--- src/fsc_regs.svh ---
// register offsets, field positions, reset values, command codes and timing
`ifndef FSC_REGS_SVH
`define FSC_REGS_SVH

// serial command codes
`define FSC_OP_WRITE_REGS 8'h01
`define FSC_OP_READ_SR2 8'h07
`define FSC_OP_READ_ANY 8'h65
`define FSC_OP_WRITE_ANY 8'h71

// register addresses used by the generic read and write commands
`define FSC_ADDR_SR2 24'h000001
`define FSC_ADDR_NONVOLATILE_CONFIG_ONE 24'h000002

// second status register fields
`define FSC_SR2_ERASE_DONE 2
`define FSC_SR2_ERASE_SUSP 1
`define FSC_SR2_PROG_SUSP 0
`define FSC_SR2_RESET 8'h00

// configuration register fields
`define FSC_CR1_PROT_START 5
`define FSC_CR1_BP_VOLATILE 3
`define FSC_CR1_PARAM_LOC 2
`define FSC_CR1_QUAD 1
`define FSC_CR1_FREEZE 0
`define FSC_CR1_RESET 8'h00

// protection bits in the first byte of the write-registers command
`define FSC_SR1_BP_HI 4
`define FSC_SR1_BP_LO 2
`define FSC_BP_RESET 3'h0
`define FSC_BP_ALL 3'h7

// non-volatile write time
`define FSC_CLK_NS 10
`define FSC_NV_WRITE_NS 160
`define FSC_NV_WRITE_CYC (`FSC_NV_WRITE_NS / `FSC_CLK_NS)

`endif

--- src/fsc_pkg.sv ---
// types shared by the status and configuration register logic
package fsc_pkg;

    typedef logic [15:0] fsc_count_t;

    typedef enum logic [2:0] {
        ST_IDLE = 3'h0,
        ST_OPC = 3'h1,
        ST_ADDR = 3'h2,
        ST_READ = 3'h3,
        ST_WRR1 = 3'h4,
        ST_WRR2 = 3'h5,
        ST_WDATA = 3'h6,
        ST_IGNORE = 3'h7
    } fsc_state_e;

    typedef struct packed {
        logic [1:0] sck_s;
        logic [1:0] cs_n_s;
        logic [1:0] si_s;
        logic sck_last;
        logic cs_n_last;
        logic [2:0] bits;
        logic [7:0] rx;
        logic [7:0] tx;
        logic rx_valid;
        logic fstart;
        logic fend;
    } fsc_shift_s;

    typedef struct packed {
        fsc_state_e st;
        fsc_state_e after_addr;
        logic [1:0] cnt;
        logic [23:0] addr;
        logic [7:0] tx;
        logic tx_en;
        logic sr1_got;
        logic cr1_got;
        logic wdata_got;
        logic [7:0] sr1_byte;
        logic [7:0] cr1_byte;
        logic [7:0] wdata;
        logic [7:0] sr2;
        logic [7:0] nonvolatile_config_one;
        logic [2:0] nv_bp;
        logic [2:0] vol_bp;
        logic quad_vol;
        logic freeze_vol;
        fsc_count_t busy;
    } fsc_core_s;

endpackage

--- src/fsc_byte_if.sv ---
// byte-level link between the serial shifter and the command engine
interface fsc_byte_if;
    logic frame_start;
    logic frame_end;
    logic rx_valid;
    logic [7:0] rx_byte;
    logic [7:0] tx_byte;
    logic tx_en;

    modport shifter(
        output frame_start, frame_end, rx_valid, rx_byte,
        input tx_byte, tx_en
    );
    modport engine(
        input frame_start, frame_end, rx_valid, rx_byte,
        output tx_byte, tx_en
    );
endinterface

--- src/fsc_spi_shifter.sv ---
// serial pin shifter: synchronises pins, assembles and sends bytes (mode 0)
module fsc_spi_shifter (
    // clock and reset
    input wire logic mclk_in,
    input wire logic rst_in,
    input wire logic ce_in,
    // serial pins
    input wire logic sck_in,
    input wire logic cs_n_in,
    input wire logic si_in,
    output logic so_out,
    output logic so_oe_out,
    // byte side
    fsc_byte_if.shifter bus
);

    fsc_pkg::fsc_shift_s s_q;
    fsc_pkg::fsc_shift_s s_d;

    // pins are slow against mclk: the serial clock must stay in each
    // level for at least four mclk cycles
    always_comb begin
        s_d = s_q;
        s_d.rx_valid = 1'b0;
        s_d.fstart = 1'b0;
        s_d.fend = 1'b0;
        s_d.sck_s = {s_q.sck_s[0], sck_in};
        s_d.cs_n_s = {s_q.cs_n_s[0], cs_n_in};
        s_d.si_s = {s_q.si_s[0], si_in};
        s_d.sck_last = s_q.sck_s[1];
        s_d.cs_n_last = s_q.cs_n_s[1];
        if (s_q.cs_n_s[1]) begin
            s_d.bits = 3'h0;
            if (!s_q.cs_n_last) begin
                s_d.fend = 1'b1;
            end
        end else begin
            if (s_q.cs_n_last) begin
                s_d.fstart = 1'b1;
                s_d.bits = 3'h0;
            end else if (s_q.sck_s[1] && !s_q.sck_last) begin
                s_d.rx = {s_q.rx[6:0], s_q.si_s[1]};
                s_d.bits = s_q.bits + 3'h1;
                if (s_q.bits == 3'h7) begin
                    s_d.rx_valid = 1'b1;
                end
            end else if (!s_q.sck_s[1] && s_q.sck_last) begin
                // a new byte is taken only on a byte boundary
                if (s_q.bits == 3'h0) begin
                    s_d.tx = bus.tx_byte;
                end else begin
                    s_d.tx = {s_q.tx[6:0], 1'b0};
                end
            end
        end
    end

    always_ff @(posedge mclk_in) begin
        if (rst_in) begin
            s_q <= '{sck_s: 2'h0, cs_n_s: 2'h3, si_s: 2'h0, sck_last: 1'b0,
                     cs_n_last: 1'b1, bits: 3'h0, rx: 8'h00, tx: 8'h00,
                     rx_valid: 1'b0, fstart: 1'b0, fend: 1'b0};
        end else if (ce_in) begin
            s_q <= s_d;
        end
    end

    assign bus.frame_start = s_q.fstart;
    assign bus.frame_end = s_q.fend;
    assign bus.rx_valid = s_q.rx_valid;
    assign bus.rx_byte = s_q.rx;
    assign so_out = s_q.tx[7];
    assign so_oe_out = ~s_q.cs_n_s[1] & bus.tx_en;

endmodule

--- src/fsc_status_config.sv ---
// second status register and non-volatile configuration register engine
`include "fsc_regs.svh"

// Functional notes
// - second status is read-only, volatile; bits 7..3 read as zero.
// - command 07h and generic read 65h both return second status.
// - bit 2 shows whether the queried sector finished its last erase.
// - erase result is invalid, and reads zero, while anything is suspended.
// - bit 1 follows erase-suspend mode; writes never change it.
// - bit 0 follows program-suspend mode; writes never change it.
// - config changes by 24-cycle write-registers or by generic write.
// - config bit 5 picks protection start: 0 top, 1 bottom.
// - one-time bits 5, 3, 2 ship 0; once 1 they stay, silently.
// - bit 3 zero: write-registers writes nv protect bits, slow write.
// - setting bit 3 programs nv protect 111; volatile bits reload from it.
// - bit 3 one: write-registers updates volatile protect bits only, fast.
// - bit 2 places parameter block: 1 top, 0 bottom.
// - uniform sectors make the parameter-location bit have no effect.
// - protection start and parameter location are set independently.
// - bit 1 is quad-width default, written by both write commands.
// - programming nv quad-command mode also sets the quad-width default.
// - while volatile quad-command mode is on, quad default cannot clear.
// - bit 0 is read-only freeze default, loaded into volatile freeze.
// - volatile copies of bits 5, 3, 2 always mirror the nv bits.
module fsc_status_config #(
    parameter int NV_WRITE_CYCLES = `FSC_NV_WRITE_CYC
) (
    // clock, reset, enable
    input wire logic mclk_in,
    input wire logic rst_in,
    input wire logic ce_in,
    // serial pins
    input wire logic sck_in,
    input wire logic cs_n_in,
    input wire logic si_in,
    output logic so_out,
    output logic so_oe_out,
    // device state from the array controller
    input wire logic erase_done_result_in,
    input wire logic erase_suspended_in,
    input wire logic program_suspended_in,
    input wire logic quad_command_mode_in,
    input wire logic quad_width_default_program_in,
    input wire logic uniform_sectors_in,
    input wire logic soft_reset_in,
    // register views
    output logic [7:0] suspend_erase_status_out,
    output logic [7:0] nonvolatile_config_one_out,
    output logic [7:0] volatile_config_one_out,
    output logic [2:0] block_protect_bits_out,
    output logic [2:0] nonvolatile_protect_bits_out,
    // decoded options
    output logic protect_start_select_out,
    output logic param_block_location_out,
    output logic erase_result_valid_out,
    output logic nv_write_busy_out
);

    fsc_byte_if link ();

    fsc_spi_shifter u_shifter (
        .mclk_in(mclk_in),
        .rst_in(rst_in),
        .ce_in(ce_in),
        .sck_in(sck_in),
        .cs_n_in(cs_n_in),
        .si_in(si_in),
        .so_out(so_out),
        .so_oe_out(so_oe_out),
        .bus(link.shifter)
    );

    fsc_pkg::fsc_core_s c_q;
    fsc_pkg::fsc_core_s c_d;

    // value returned by a generic read at a given address
    function automatic logic [7:0] reg_read(
        input logic [23:0] addr,
        input logic [7:0] sr2,
        input logic [7:0] cr1
    );
        logic [7:0] r;
        r = 8'h00;
        // generic read also reaches second status
        if (addr == `FSC_ADDR_SR2) begin
            r = sr2;
        end else if (addr == `FSC_ADDR_NONVOLATILE_CONFIG_ONE) begin
            r = cr1;
        end
        return r;
    endfunction

    // new configuration value after a user write
    function automatic logic [7:0] cr1_merge(
        input logic [7:0] old,
        input logic [7:0] d,
        input logic quad_command_mode
    );
        logic [7:0] r;
        r = 8'h00;
        // one-time bits only ever go from 0 to 1
        r[`FSC_CR1_PROT_START] = old[`FSC_CR1_PROT_START]
                               | d[`FSC_CR1_PROT_START];
        r[`FSC_CR1_BP_VOLATILE] = old[`FSC_CR1_BP_VOLATILE]
                                | d[`FSC_CR1_BP_VOLATILE];
        r[`FSC_CR1_PARAM_LOC] = old[`FSC_CR1_PARAM_LOC]
                              | d[`FSC_CR1_PARAM_LOC];
        r[`FSC_CR1_QUAD] = d[`FSC_CR1_QUAD];
        // no clearing while quad-command mode is on
        if (quad_command_mode) begin
            r[`FSC_CR1_QUAD] = old[`FSC_CR1_QUAD] | d[`FSC_CR1_QUAD];
        end
        r[`FSC_CR1_FREEZE] = old[`FSC_CR1_FREEZE];
        return r;
    endfunction

    logic suspended;
    logic busy;
    logic cr1_wr;
    logic [7:0] cr1_wdata;
    logic bp_wr;
    logic [7:0] cr1_new;

    assign suspended = erase_suspended_in | program_suspended_in;
    assign busy = (c_q.busy != 16'h0000);

    always_comb begin
        c_d = c_q;
        cr1_wr = 1'b0;
        cr1_wdata = c_q.cr1_byte;
        bp_wr = 1'b0;
        cr1_new = c_q.nonvolatile_config_one;

        c_d.sr2 = `FSC_SR2_RESET;
        // erase result from the preceding query
        c_d.sr2[`FSC_SR2_ERASE_DONE] = erase_done_result_in & ~suspended;
        c_d.sr2[`FSC_SR2_ERASE_SUSP] = erase_suspended_in;
        c_d.sr2[`FSC_SR2_PROG_SUSP] = program_suspended_in;

        if (busy) begin
            c_d.busy = c_q.busy - 16'h0001;
        end

        if (link.frame_start) begin
            c_d.st = fsc_pkg::ST_OPC;
            c_d.tx_en = 1'b0;
            c_d.sr1_got = 1'b0;
            c_d.cr1_got = 1'b0;
            c_d.wdata_got = 1'b0;
            c_d.cnt = 2'h0;
        end else if (link.frame_end) begin
            c_d.st = fsc_pkg::ST_IDLE;
            c_d.tx_en = 1'b0;
            // writes that arrive during a slow write are dropped; reads still run
            if (!busy) begin
                // 24-cycle write-registers reaches the config byte
                cr1_wr = c_q.cr1_got;
                bp_wr = c_q.sr1_got;
                // only the config address accepts generic writes
                if (c_q.wdata_got && c_q.addr == `FSC_ADDR_NONVOLATILE_CONFIG_ONE) begin
                    cr1_wr = 1'b1;
                    cr1_wdata = c_q.wdata;
                end
            end
        end else if (link.rx_valid) begin
            case (c_q.st)
                fsc_pkg::ST_OPC: begin
                    case (link.rx_byte)
                        `FSC_OP_READ_SR2: begin
                            c_d.st = fsc_pkg::ST_READ;
                            c_d.addr = `FSC_ADDR_SR2;
                            c_d.tx = c_q.sr2;
                            c_d.tx_en = 1'b1;
                        end
                        `FSC_OP_READ_ANY: begin
                            c_d.st = fsc_pkg::ST_ADDR;
                            c_d.after_addr = fsc_pkg::ST_READ;
                        end
                        `FSC_OP_WRITE_ANY: begin
                            c_d.st = fsc_pkg::ST_ADDR;
                            c_d.after_addr = fsc_pkg::ST_WDATA;
                        end
                        `FSC_OP_WRITE_REGS: begin
                            c_d.st = fsc_pkg::ST_WRR1;
                        end
                        default: begin
                            c_d.st = fsc_pkg::ST_IGNORE;
                        end
                    endcase
                end
                fsc_pkg::ST_ADDR: begin
                    c_d.addr = {c_q.addr[15:0], link.rx_byte};
                    c_d.cnt = c_q.cnt + 2'h1;
                    if (c_q.cnt == 2'h2) begin
                        c_d.st = c_q.after_addr;
                        if (c_q.after_addr == fsc_pkg::ST_READ) begin
                            c_d.tx = reg_read({c_q.addr[15:0], link.rx_byte},
                                              c_q.sr2, c_q.nonvolatile_config_one);
                            c_d.tx_en = 1'b1;
                        end
                    end
                end
                fsc_pkg::ST_READ: begin
                    // repeated reads return the live value
                    c_d.tx = reg_read(c_q.addr, c_q.sr2, c_q.nonvolatile_config_one);
                end
                fsc_pkg::ST_WRR1: begin
                    c_d.sr1_byte = link.rx_byte;
                    c_d.sr1_got = 1'b1;
                    c_d.st = fsc_pkg::ST_WRR2;
                end
                fsc_pkg::ST_WRR2: begin
                    c_d.cr1_byte = link.rx_byte;
                    c_d.cr1_got = 1'b1;
                    c_d.st = fsc_pkg::ST_IGNORE;
                end
                fsc_pkg::ST_WDATA: begin
                    c_d.wdata = link.rx_byte;
                    c_d.wdata_got = 1'b1;
                    c_d.st = fsc_pkg::ST_IGNORE;
                end
                default: begin
                    c_d.st = c_q.st;
                end
            endcase
        end

        if (bp_wr) begin
            if (c_q.nonvolatile_config_one[`FSC_CR1_BP_VOLATILE]) begin
                // volatile bits only, no slow write
                c_d.vol_bp = c_q.sr1_byte[`FSC_SR1_BP_HI:`FSC_SR1_BP_LO];
            end else begin
                // non-volatile bits take the slow write time
                c_d.nv_bp = c_q.sr1_byte[`FSC_SR1_BP_HI:`FSC_SR1_BP_LO];
                c_d.vol_bp = c_q.sr1_byte[`FSC_SR1_BP_HI:`FSC_SR1_BP_LO];
                c_d.busy = fsc_pkg::fsc_count_t'(NV_WRITE_CYCLES);
            end
        end

        if (cr1_wr) begin
            // each one-time bit merges on its own
            cr1_new = cr1_merge(c_q.nonvolatile_config_one, cr1_wdata, quad_command_mode_in);
            c_d.nonvolatile_config_one = cr1_new;
            c_d.busy = fsc_pkg::fsc_count_t'(NV_WRITE_CYCLES);
            // turning protect bits volatile programs nv ones to 111
            if (cr1_new[`FSC_CR1_BP_VOLATILE]
                && !c_q.nonvolatile_config_one[`FSC_CR1_BP_VOLATILE]) begin
                c_d.nv_bp = `FSC_BP_ALL;
            end
        end

        // nv quad-command mode forces the quad default on
        if (quad_width_default_program_in) begin
            c_d.nonvolatile_config_one[`FSC_CR1_QUAD] = 1'b1;
        end

        // command or hardware reset reloads volatile copies
        if (soft_reset_in) begin
            c_d.vol_bp = c_d.nv_bp;
            c_d.quad_vol = c_d.nonvolatile_config_one[`FSC_CR1_QUAD];
            c_d.freeze_vol = c_d.nonvolatile_config_one[`FSC_CR1_FREEZE];
            c_d.st = fsc_pkg::ST_IDLE;
            c_d.tx_en = 1'b0;
        end
    end

    // rst_in stands for power-on: non-volatile bits take shipped values
    always_ff @(posedge mclk_in) begin
        if (rst_in) begin
            c_q <= '{st: fsc_pkg::ST_IDLE, after_addr: fsc_pkg::ST_IDLE,
                     cnt: 2'h0, addr: 24'h000000, tx: 8'h00, tx_en: 1'b0,
                     sr1_got: 1'b0, cr1_got: 1'b0, wdata_got: 1'b0,
                     sr1_byte: 8'h00, cr1_byte: 8'h00, wdata: 8'h00,
                     sr2: `FSC_SR2_RESET, nonvolatile_config_one: `FSC_CR1_RESET,
                     nv_bp: `FSC_BP_RESET, vol_bp: `FSC_BP_RESET,
                     quad_vol: 1'b0, freeze_vol: 1'b0, busy: 16'h0000};
        end else if (ce_in) begin
            c_q <= c_d;
        end
    end

    assign link.tx_byte = c_q.tx;
    assign link.tx_en = c_q.tx_en;

    assign suspend_erase_status_out = c_q.sr2;
    assign nonvolatile_config_one_out = c_q.nonvolatile_config_one;
    // bits 5, 3, 2 are wired straight from the nv register
    assign volatile_config_one_out = {2'h0,
                                      c_q.nonvolatile_config_one[`FSC_CR1_PROT_START], 1'b0,
                                      c_q.nonvolatile_config_one[`FSC_CR1_BP_VOLATILE],
                                      c_q.nonvolatile_config_one[`FSC_CR1_PARAM_LOC],
                                      c_q.quad_vol, c_q.freeze_vol};
    assign block_protect_bits_out = c_q.vol_bp;
    assign nonvolatile_protect_bits_out = c_q.nv_bp;
    // 0 protects from the top, 1 from the bottom
    assign protect_start_select_out = c_q.nonvolatile_config_one[`FSC_CR1_PROT_START];
    assign param_block_location_out = c_q.nonvolatile_config_one[`FSC_CR1_PARAM_LOC]
                                     & ~uniform_sectors_in;
    assign erase_result_valid_out = ~suspended;
    assign nv_write_busy_out = busy;

endmodule

--- config.mk ---
export PLATFORM = sky130hd
export DESIGN_NAME = fsc_status_config
export DESIGN_NICKNAME = d
export VERILOG_FILES = /design/src/fsc_pkg.sv /design/src/fsc_byte_if.sv /design/src/fsc_spi_shifter.sv /design/src/fsc_status_config.sv
export VERILOG_INCLUDE_DIRS = /design/src
export SDC_FILE = /design/constraint.sdc
export NUM_CORES = 1
export LEC_CHECK = 0
export BUFFER_PORTS_ARGS = -buffer_cell sky130_fd_sc_hd__buf_2
export CORE_AREA = 10 10 129 131
export DETAILED_ROUTE_END_ITERATION = 6
export DIE_AREA = 0 0 139 141
export PLACE_DENSITY = 0.64
export SYNTH_ARGS = -nofsm -noshare
export SYNTH_HDL_FRONTEND = slang
export SYNTH_SLANG_ARGS = --single-unit
--- constraint.sdc ---
create_clock -name mclk_in -period 3.1 [get_ports mclk_in]
set_clock_uncertainty 0.15 [all_clocks]
set_input_delay 0.31 -clock mclk_in [delete_from_list [all_inputs] [get_ports mclk_in]]
set_output_delay 0.31 -clock mclk_in [all_outputs]
set_load 0.1 [all_outputs]
==> flow_summary.yaml <==
outcome:
  status: "finished, final reports clean"
final_layout:
  area_growth_pct: 8.70
  diodes: 0
  layout-drive-gt1-share: 0.118
  fin_nets: 669
min_path:
  hold_end: "u_shifter.s_d[27]"
  hold_depth: 3
  holdCritStartpoint: "cs_n_in"
  min_path_type: "input port to flop"
clock_tree:
  htreeDepth: 3
  clk_pin_slew_worst_paths_ps: 70
  cts_made_buffers: 9
  cts_tree: "yes"
  cts_resized: 0
  max-clock-path-buffers: 2
  ctsRootBufferMaster: "clkbuf_16"
  ctsHoldBuffers: 0
  clk_latency_ps: 360
  cts_setup_buffers: 0
  cts_sinks: 112
sta:
  setup_viol_count_final: 0
  max_freq_ghz: 0.358
  rsz0062_at_grt: "no"
  slew-limit-headroom: 0.382
  maxSlewViolCount: 0
  worst_slack_ps: 307
  finalSetupTns_ps: 0
  worst_slew_pin_slew_ps: 920
  layout_worst_path_cycle_share: 0.901
  period_needed_ps: 2790
  hold_viol: 0
routing:
  drt_pre_antenna_iters: 7
  drc: 0
  drt_wl_total_um: 13600
  ant_nets: 0
  vias: 4687
  via_per_inst: 5.59
  drtIter0Drc: 366
  wire_per_inst_um: 16.2
setup_path:
  critPathMaxFanout: 6
  worstPathArrival_ps: 2330
  worstSetupPathType: "flop to primary output"
  cp-end-kind: "primary output"
  r2r_end: "c_q[15]"
  path_cells: "inv_1, ha_1, or3b_2, nor4_4, inv_2, buf_2"
  slowest_stage: "or3b_2"
  ff2ff_setup_slack_ps: 520
  reg2reg_depth: 8
  startpoint_type: "flop"
  required_ps: 2640
  crit_path_max_incr_delay_ps: 510
  r2r_start: "c_q[0]"
pwr:
  combPwrFrac: 0.285
  pwr-share-clk: 0.300
  power_frac_seq: 0.416
  power_density_nw_per_um2: 666
  p_int_mw: 2.57
  p_switching_mw: 1.41
  finalPower_mw: 3.98
  swShare: 0.354
  ir_worst_vdd_v: 0.000351
  p_leak_nw: 2.17
global_route:
  grt_use_total: 0.136
  grt_pass1_wl_um: 22400
  grt_pass1_vias: 4429
  grt_max_degree: 86
  overflow: 0
  antenna_found_initial: 0
floorplan:
  rows: 44
  dieArea_um2: 19600
  die_x_um: 139
  die_h_um: 141
  ios: 49
  coreArea_um2: 14200
  start_util: 0.387
logic_synthesis:
  yosysWarnings: 0
  synth_enable_flop_cells: 0
  synth_seq_area_share: 0.408
  synth-main-ff-cell: "dfxtp_1"
  synthCells: 647
  avgSynthCellArea_um2: 8.49
  syn_area_um2: 5500
  synth_seq_cells: 112
  async_flop_share: 0
  synth_cell_type_count: 70
place:
  pre_cts_ws_ps: 522
  portBuffers: 35
  gp_congestion: 0.836
  dp.final_hpwl_um: 9600
run:
  drv_cap: 0
[state kept, by name, summed over array words and instances, names as in the netlist, 3 cells and up]
| signal | count |
|---|---|
| c_q | 62 |
| block_protect_bits_out | 3 |
| nonvolatile_protect_bits_out | 3 |
| suspend_erase_status_out | 3 |
| nonvolatile_config_one_out | 4 |
| u_shifter.s_q | 13 |
| u_shifter.s_d | 5 |
| link.tx_byte | 5 |
| u_shifter.bus.rx_byte | 8 |
[area by class of cell]
type / instances / area (um^2)
fill: 1375 / 8230
multi-input combinational: 450 / 2820
sequential: 112 / 2240
timing repair buffer: 48 / 273
clock buffer: 13 / 260
tap: 184 / 230
inverter: 29 / 109
clock inverter: 3 / 40.0
[through the flow]
stage / utilization / hold slack (ps) / instance area, um^2 / instances
after floorplan: - / 280 / 5540 / 659
after CTS: 0.421 / 24.4 / 5970 / 839
final: 0.421 / 28.1 / 5970 / 839
after global placement: 0.399 / 290 / 5670 / 823
after global routing: 0.421 / 33.4 / 5970 / 839
after detailed placement: 0.399 / 302 / 5670 / 823
[how the worst max path moves through the flow]
stage               startpoint                end  slack [ps]  depth (start not counted)
floorplan               c_q[0]            c_q[15]         490                          8
global placement        c_q[0]            c_q[15]         640                          8
detailed placement     c_q[88]            c_q[15]         520                          5
CTS                     c_q[0]  nv_write_busy_out         300                          6
global route            c_q[0]  nv_write_busy_out         160                          6
finish                  c_q[0]  nv_write_busy_out         310                          6
[power by group through the flow]
stage          Sequential (mW)  Clock, mW  Combinational [mW]
2_1_floorplan             1.65          0               0.933
3_3_place_gp              1.68          0                1.11
3_5_place_dp              1.68          0                1.13
4_1_cts                   1.65       1.22                1.13
5_1_grt                   1.67       1.27                1.24
6_report                  1.65       1.19                1.13
[cell usage after synthesis, types with 4 or more instances]
cell	count	area share
a211oi_1	10	0.014
nand3_1	20	0.018
dfxtp_1	112	0.41
a22oi_1	28	0.038
o221ai_1	4	0.0064
nor4_1	16	0.018
a31oi_1	11	0.013
buf_4	30	0.041
o32ai_1	4	0.0064
clkbuf_1	28	0.019
inv_1	28	0.019
mux2i_1	32	0.058
nand2_1	38	0.026
or4_1	5	0.0068
ha_1	6	0.014
a221oi_1	7	0.011
o21ai_0	17	0.015
nand4_1	17	0.019
xor2_1	4	0.0064
nor2_1	90	0.061
buf_2	7	0.0064
nand2b_1	7	0.0080
o31ai_1	4	0.0055
a21oi_1	31	0.028
nor3_1	19	0.017
nor2b_1	7	0.0080
[layer usage]
metal,global-route usage,share of wire
met2,0.220,0.49
met5,0,0
met4,0.0533,0.022
met3,0.0366,0.047
met1,0.168,0.45
[placed cells by master, fill, tap and decap left out, types with 5 or more instances in the layout]
| cell type | n |
|---|---|
| a211oi_1 | 10 |
| a21oi_1 | 31 |
| a221oi_1 | 7 |
| a22oi_1 | 28 |
| a31oi_1 | 11 |
| buf_2 | 35 |
| buf_4 | 13 |
| clkbuf_16 | 9 |
| conb_1 | 13 |
| dfxtp_1 | 112 |
| ha_1 | 6 |
| inv_1 | 28 |
| mux2i_1 | 32 |
| nand2_1 | 38 |
| nand2b_1 | 7 |
| nand3_1 | 20 |
| nand4_1 | 17 |
| nor2_1 | 90 |
| nor2b_1 | 7 |
| nor3_1 | 19 |
| nor4_1 | 15 |
| o21ai_0 | 17 |
| or4_1 | 5 |
[critical path: cells and delay by family, from the launching register on]
| kind | cells | cell delay (ps) |
|---|---|---|
| adders and majority gates | 1 | 210 |
| and+or+nand+nor | 2 | 860 |
| buffers and inverters | 3 | 540 |
| DFF | 1 | 350 |
[cell families (layout without fill, tap and decap cells)]
logic type	after synthesis	in the layout	share of synthesized area
multiplexers	32	32	0.0583
AND/OR/NAND/NOR	248	248	0.235
flip-flops	112	112	0.408
adder cells (fa/ha/maj)	6	6	0.0137
AO/OA/AOI/OAI	144	144	0.185
other	1	13	0.000682
XOR/XNOR	7	7	0.0112
buffers and inverters	97	93	0.0883
Note: power is estimated with default switching activity, not from simulation.
